`src/verilog/pmt_pkg.sv`:
```
package pmt_pkg;

    // register map
    localparam logic [7:0] PMT_TIMING_ADDR  = 8'h8F;
    localparam int         PMT_DELAY_MSB    = 7;
    localparam int         PMT_DELAY_LSB    = 5;
    localparam int         PMT_FREQ_MSB     = 4;
    localparam int         PMT_FREQ_LSB     = 3;
    localparam int         PMT_DEAD_MSB     = 2;
    localparam int         PMT_DEAD_LSB     = 0;
    localparam logic [2:0] PMT_DELAY_RST    = 3'h0;
    localparam logic [1:0] PMT_FREQ_RST     = 2'h0;
    localparam logic [2:0] PMT_DEAD_RST     = 3'h1;

    // modulation clock: one tick per delay/dead step, 25 MHz at 100 MHz clk
    localparam int         PMT_CLK_MHZ      = 100;
    localparam int         PMT_TICK_DIV     = 4;
    // half period of code 00 (390.625 kHz) in ticks: 25 MHz / 390.625k / 2
    localparam int         PMT_HALF_BASE    = 32;
    localparam int         PMT_CNT_W        = 6;

    typedef struct packed {
        logic [2:0] delay;
        logic [1:0] freq;
        logic [2:0] dead;
    } pmt_cfg_s;

endpackage

```
`src/verilog/pmt_edge_blank.sv`:
```
`timescale 1ns/1ps

module pmt_edge_blank
    import pmt_pkg::*;
(
    input  wire logic       clk_i,
    input  wire logic       srst_i,
    input  wire logic       tick_i,
    input  wire logic       ref_i,
    input  wire logic [2:0] dead_i,
    output logic            open_o
);
    typedef struct packed {
        logic       ref_d;
        logic [2:0] cnt;
        logic       open;
    } pmt_blank_s;

    pmt_blank_s st_r;
    pmt_blank_s st_nxt;

    // window restarts at every reference edge and closes after dead ticks
    always_comb begin
        st_nxt = st_r;
        if (tick_i) begin
            st_nxt.ref_d = ref_i;
            if (ref_i != st_r.ref_d) begin
                st_nxt.cnt  = dead_i;                         // [RULE7]
                st_nxt.open = (dead_i == 3'h0);
            end else if (st_r.cnt != 3'h0) begin
                st_nxt.cnt  = st_r.cnt - 3'h1;
                st_nxt.open = (st_r.cnt == 3'h1);
            end
        end
    end

    always_ff @(posedge clk_i) begin
        if (srst_i) begin
            st_r <= '0;
        end else begin
            st_r <= st_nxt;
        end
    end

    assign open_o = st_r.open;
endmodule

```
`src/verilog/pmt_modulator.sv`:
```
`timescale 1ns/1ps
// Notes on behaviour
// (RULE1) Bits 7:5 of the timing register hold a read/write delay of the demodulation reference.
// (RULE2) The delay accepts 0 to 7 and resets to 0.
// (RULE3) Bits 4:3 pick the square-wave frequency: 390.625k, 781.25k, 1.5625M, 3.125M Hz.
// (RULE4) The frequency resets to 00 and software should avoid codes 10 and 11.
// (RULE5) The emitter is driven by a square wave at the selected frequency.
// (RULE6) The demodulator reference is the emitted wave shifted by the delay.
// (RULE7) Bits 2:0 set a blanking window at each edge of the received signal; the code starts it at each edge of the demodulator reference instead.
// (RULE8) The dead time accepts 0 to 7 and resets to 1.
// (RULE9) Software should not program a dead time of zero; longer values lower the level.
// (RULE10) All fields read back the last written values.
// (RULE11) An over-long dead time also blanks useful signal past the slope.
// (RULE12) One delay or dead-time step is one period of the faster modulator tick.

module pmt_modulator
    import pmt_pkg::*;
(
    input  wire logic       CLK_I,
    input  wire logic       SRST_I,
    input  wire logic [7:0] ADDR_I,
    input  wire logic [7:0] WDATA_I,
    input  wire logic       WR_I,
    input  wire logic       RD_I,
    input  wire logic       MEAS_EN_I,
    input  wire logic       RX_I,
    output logic [7:0]      RDATA_O,
    output logic            EMIT_O,
    output logic            DEMOD_REF_O,
    output logic            RX_VALID_O,
    output logic            RX_SAMPLE_O,
    output logic            ACC_UP_O,
    output logic            ACC_DN_O
);

////////////////////////////////////////////////////////////////////////////
    typedef struct packed {
        pmt_cfg_s                cfg;
        logic [7:0]              rdata;
        logic [1:0]              div;
        logic                    tick;
        logic [PMT_CNT_W-1:0]    half_cnt;
        logic                    emit;
        logic [7:0]              hist;
        logic                    dref;
        logic [1:0]              rx_sync;
        logic                    en_q;
        logic                    valid;
        logic                    sample;
        logic                    up;
        logic                    dn;
    } pmt_state_s;

    pmt_state_s st_r;
    pmt_state_s st_nxt;
    logic       blank_open;
    logic [PMT_CNT_W-1:0] half_len;

    // higher codes halve the half period [RULE3]
    assign half_len = PMT_CNT_W'(PMT_HALF_BASE >> st_r.cfg.freq);

////////////////////////////////////////////////////////////////////////////
    always_comb begin
        st_nxt        = st_r;
        st_nxt.tick   = 1'b0;
        st_nxt.up     = 1'b0;
        st_nxt.dn     = 1'b0;
        st_nxt.rdata  = 8'h00;
        // register port; unmapped reads return zero
        if (WR_I && ADDR_I == PMT_TIMING_ADDR) begin
            st_nxt.cfg.delay = WDATA_I[PMT_DELAY_MSB:PMT_DELAY_LSB]; // [RULE1]
            st_nxt.cfg.freq  = WDATA_I[PMT_FREQ_MSB:PMT_FREQ_LSB];   // [RULE3]
            st_nxt.cfg.dead  = WDATA_I[PMT_DEAD_MSB:PMT_DEAD_LSB];   // [RULE7]
        end
        if (RD_I && ADDR_I == PMT_TIMING_ADDR) begin
            st_nxt.rdata = {st_r.cfg.delay, st_r.cfg.freq,
                            st_r.cfg.dead};                          // [RULE10]
        end
        // step tick generator [RULE12]
        st_nxt.div = st_r.div + 2'h1;
        if (st_r.div == 2'(PMT_TICK_DIV - 1)) begin
            st_nxt.tick = 1'b1;
        end
        // synchroniser: first stage feeds only the second
        st_nxt.rx_sync = {st_r.rx_sync[0], RX_I};
        st_nxt.en_q    = MEAS_EN_I;
        if (!MEAS_EN_I) begin
            st_nxt.half_cnt = '0;
            st_nxt.emit     = 1'b0;
            st_nxt.hist     = 8'h00;
            st_nxt.dref     = 1'b0;
            st_nxt.valid    = 1'b0;
        end else if (st_r.tick) begin
            // square-wave drive [RULE5]
            if (st_r.half_cnt >= half_len - PMT_CNT_W'(1)) begin
                st_nxt.half_cnt = '0;
                st_nxt.emit     = ~st_r.emit;
            end else begin
                st_nxt.half_cnt = st_r.half_cnt + PMT_CNT_W'(1);
            end
            // delayed reference, delay taps of the emit history [RULE6]
            st_nxt.hist = {st_r.hist[6:0], st_r.emit};
            st_nxt.dref = (st_r.cfg.delay == 3'h0) ? st_r.emit
                        : st_r.hist[st_r.cfg.delay - 3'h1];
            // blanked samples are simply dropped, so a long dead time
            // also throws away useful signal after the slope [RULE11]
            st_nxt.valid = blank_open;
            if (blank_open) begin
                st_nxt.sample = st_r.rx_sync[1];
                // phase-sensitive accumulate direction [RULE6]
                st_nxt.up = st_r.rx_sync[1] & st_r.dref;
                st_nxt.dn = st_r.rx_sync[1] & ~st_r.dref;
            end
        end
    end

////////////////////////////////////////////////////////////////////////////
    always_ff @(posedge CLK_I) begin
        if (SRST_I) begin
            st_r           <= '0;
            st_r.cfg.delay <= PMT_DELAY_RST;                         // [RULE2]
            st_r.cfg.freq  <= PMT_FREQ_RST;                          // [RULE4]
            st_r.cfg.dead  <= PMT_DEAD_RST;                          // [RULE8]
        end else begin
            st_r <= st_nxt;
        end
    end

    pmt_edge_blank u_blank (
        .clk_i  (CLK_I),
        .srst_i (SRST_I | ~st_r.en_q),
        .tick_i (st_r.tick),
        .ref_i  (st_r.dref),
        .dead_i (st_r.cfg.dead),
        .open_o (blank_open)
    );

    assign RDATA_O     = st_r.rdata;
    assign EMIT_O      = st_r.emit;
    assign DEMOD_REF_O = st_r.dref;
    assign RX_VALID_O  = st_r.valid;
    assign RX_SAMPLE_O = st_r.sample;
    assign ACC_UP_O    = st_r.up;
    assign ACC_DN_O    = st_r.dn;
endmodule

```
`config.mk`:
```
export PLATFORM = sky130hd
export DESIGN_NAME = pmt_modulator
export DESIGN_NICKNAME = d
export VERILOG_FILES = /design/src/verilog/pmt_pkg.sv /design/src/verilog/pmt_edge_blank.sv /design/src/verilog/pmt_modulator.sv
export SDC_FILE = /design/constraint.sdc
export NUM_CORES = 1
export LEC_CHECK = 0
export ABC_CLOCK_PERIOD_IN_PS = 5100
export BUFFER_PORTS_ARGS = -buffer_cell sky130_fd_sc_hd__clkbuf_2
export CAP_MARGIN = 15
export CORE_MARGIN = 1
export CORE_UTILIZATION = 40
export DETAILED_ROUTE_END_ITERATION = 12
export HOLD_SLACK_MARGIN = 0.12
export SYNTH_ARGS = -nofsm -noshare
export SYNTH_HDL_FRONTEND = slang
export SYNTH_SLANG_ARGS = --single-unit
```
`constraint.sdc`:
```
create_clock -name CLK_I -period 5.1 [get_ports CLK_I]
set_input_delay 0.51 -clock CLK_I [delete_from_list [all_inputs] [get_ports CLK_I]]
set_output_delay 0.51 -clock CLK_I [all_outputs]
set_load 0.05 [all_outputs]
```
==> run metrics <==
outcome finished, final reports clean; CP arrival about 2.4 ns; Filler Cell Count approximately 490; fmax approximately 470 MHz; Num Clock Sinks 47; Tmin final 2.148 ns; layout cells sized above 1 20.68%; clock slew at reported path FFs roughly 0.090 ns; worst-path maximum fanout 7; Clock Path Buffers 2; H-tree depth 2; synth top area cells dfxtp_1 46%, mux2i_1 9.8%, ha_1 6.7%; Hold Fails Final Rpt 0; Overflow after GRT 0; CTS root buffer clkbuf_8; unique cell type count in the Yosys netlist 39; Die X-Extent ~73 um; Critical Path Start Type flip-flop; final setup margin 2.952 ns; nets 269; most common cell after layout, fill and taps aside dfxtp_1; total power ~0.63 mW; vias in the first global route 1,216; register area share after synthesis between 40% and 50%; power density of the placed cells roughly 270 nW/um^2; hold_buf cts 0; slew of the pin with the lowest slew margin between 0.8 and 0.9 ns; number of synthesized flops with an enable pin 0; final period utilization a little over two fifths; Resize count post-CTS 0; Synth Register Bits 47; DIE HEIGHT between 70 and 80 um; antenna violations before repair 0; largest net degree at the start of global routing 25; CTS tree yes; Register Area about 940 um^2; CP required between 5 and 6 ns; Post-DP Area roughly 2200 um^2; Initial DRC Count 57; WL final about 3400 um; Power Internal 0.4908 mW; RR Endpoint st_r[20]; clock buffer count from CTS 5; fin area about 2300 um^2; diode count 0; DR vias about 1,400; worst ir drop on vdd roughly 0.14 mV; post-synth top area cell dfxtp_1; CP endpoint kind flip-flop; DP HPWL 2448 um; die footprint about 5400 um^2; clock latency on the worst-skew pair approximately 0.30 ns; clock group share of total power a little under two fifths; Switching Power roughly 0.14 mW; Hold Path End st_nxt[6]; switching part of the total roughly 22%; FF-to-FF path depth 6; max-cap violation count 0; global-route wire length before repair roughly 5500 um; DR WL/cell around 11 um; post-place setup slack 2.920 ns; most frequent cells in the layout 47 x dfxtp_1, 35 x clkbuf_2, 23 x nor2_1; unrepaired setup endpoints after global routing false; Synth-to-Final Area Change 13.65%; reg2reg setup slack between 2 and 3 ns; Initial Utilization a little over two fifths; synthesized instance count 206; Worst Hold Class primary input to flip-flop; syn_area_per_cell roughly 9.9 um^2; WHS 0.4296 ns; relative slew slack approximately 40%; combinational share of power between 3 and 4%; Setup CP Type flip-flop to flip-flop; total track usage 13.44%; DR pass1 iterations 4; Async S/R FF share, synth 0%; Max Slew Vio Count 0; setup violators final 0; syn_nets 239; hold wc startpoint RX_I; setup bufs post-CTS 0; share of power burned in registers between 50 and 60%; LEAKAGE 1.033 nW; Ys Warns 0; gp weighted congestion between 0.7 and 0.8; top-area cell type share of the netlist area a little under half; IO Port Bufs 35; post-route DRC violation count 0; core area around 4800 um^2; worst r2r src st_r[38]; multi-input logic area around 980 um^2; Via density 4.711; synthesized cell area 2044 um^2; I/O pin total 36; Setup TNS 0 ns; row count 25; antenna-violating nets left 0; final setup skew about 0.0091 ns; Main synth FF type dfxtp_1; WHS Path Cells 2
## cells by family after synthesis
logic type,after synthesis,synth area share (%)
buffers and inverters,22,5.875
muxes,23,12.55
xor gates and xnor gates,4,1.713
other,1,0.1834
and+or+nand+nor,73,19.22
AOI/OAI and AO/OA,25,7.712
adders and majority gates,11,6.732
DFF,47,46.02
## per-stage QoR
| step | utilization [%] | instances |
|---|---|---|
| global route | 48.23 | 304 |
| detailed placement | 46.18 | 296 |
| floorplan | - | 206 |
| global placement | 46.18 | 296 |
| CTS | 48.23 | 304 |
| finish | 48.23 | 304 |
## worst max-delay path by stage
| stage | slack, ns | start | end |
|---|---|---|---|
| 2_1_floorplan | 3.16 | ADDR_I[5] | st_r[34] |
| 3_3_place_gp | 2.92 | ADDR_I[5] | st_r[34] |
| 3_5_place_dp | 2.92 | ADDR_I[5] | st_r[34] |
| 4_1_cts | 2.92 | st_r[38] | st_r[20] |
| 5_1_grt | 2.69 | st_r[38] | st_r[22] |
| 6_report | 2.95 | st_r[38] | st_r[20] |
## layer usage
metal / vias to the layer above / GRT usage [%] / wire, um
met5: - / 0 / 0
met4: 0 / 5.128 / 51
met3: 4 / 4.664 / 201
met2: 37 / 19.16 / 1319
met1: 628 / 18.54 / 1863
li1: 763 / - / -
## synth_stat cells, types with 6 or more instances
cell	n
inv_1	9
o21ai_0	6
a21oi_1	8
nand2_1	6
and2_1	10
ha_1	11
buf_4	8
nor2b_1	6
nor2_1	23
mux2i_1	20
dfxtp_1	47
## power groups by stage
| stage | registers, mW | logic [mW] | clock network, mW |
|---|---|---|---|
| floorplan | 0.380 | 0.0109 | 0 |
| global placement | 0.380 | 0.0227 | 0 |
| detailed placement | 0.380 | 0.0224 | 0 |
| CTS | 0.371 | 0.0226 | 0.244 |
| global route | 0.372 | 0.0253 | 0.258 |
| finish | 0.371 | 0.0222 | 0.236 |
## layout make-up
| cell class | count | area share (%) |
|---|---|---|
| multi-input combinational | 137 | 42.33 |
| sequential | 47 | 40.50 |
| timing repair buffer | 36 | 7.862 |
| tap | 67 | 3.608 |
| clock inverter | 2 | 0.7001 |
| inverter | 9 | 1.454 |
| clock buffer | 6 | 3.554 |
## flip-flops by register name, summed over array words and instances, names as in the netlist
register	count
DEMOD_REF_O	1
RX_VALID_O	1
ACC_UP_O	1
st_r	27
ACC_DN_O	1
u_blank.open_o	1
RDATA_O	8
st_nxt	1
u_blank.st_r	4
EMIT_O	1
RX_SAMPLE_O	1
## critical path, stage by stage (launching register included)
cell,delay [ns]
dfxtp_1,0.34
or2_2,0.28
ha_1,0.29
and3_1,0.15
a221oi_1,0.62
o21ai_0,0.27
nor2_1,0.15
Note: power is estimated with default switching activity, not from simulation.
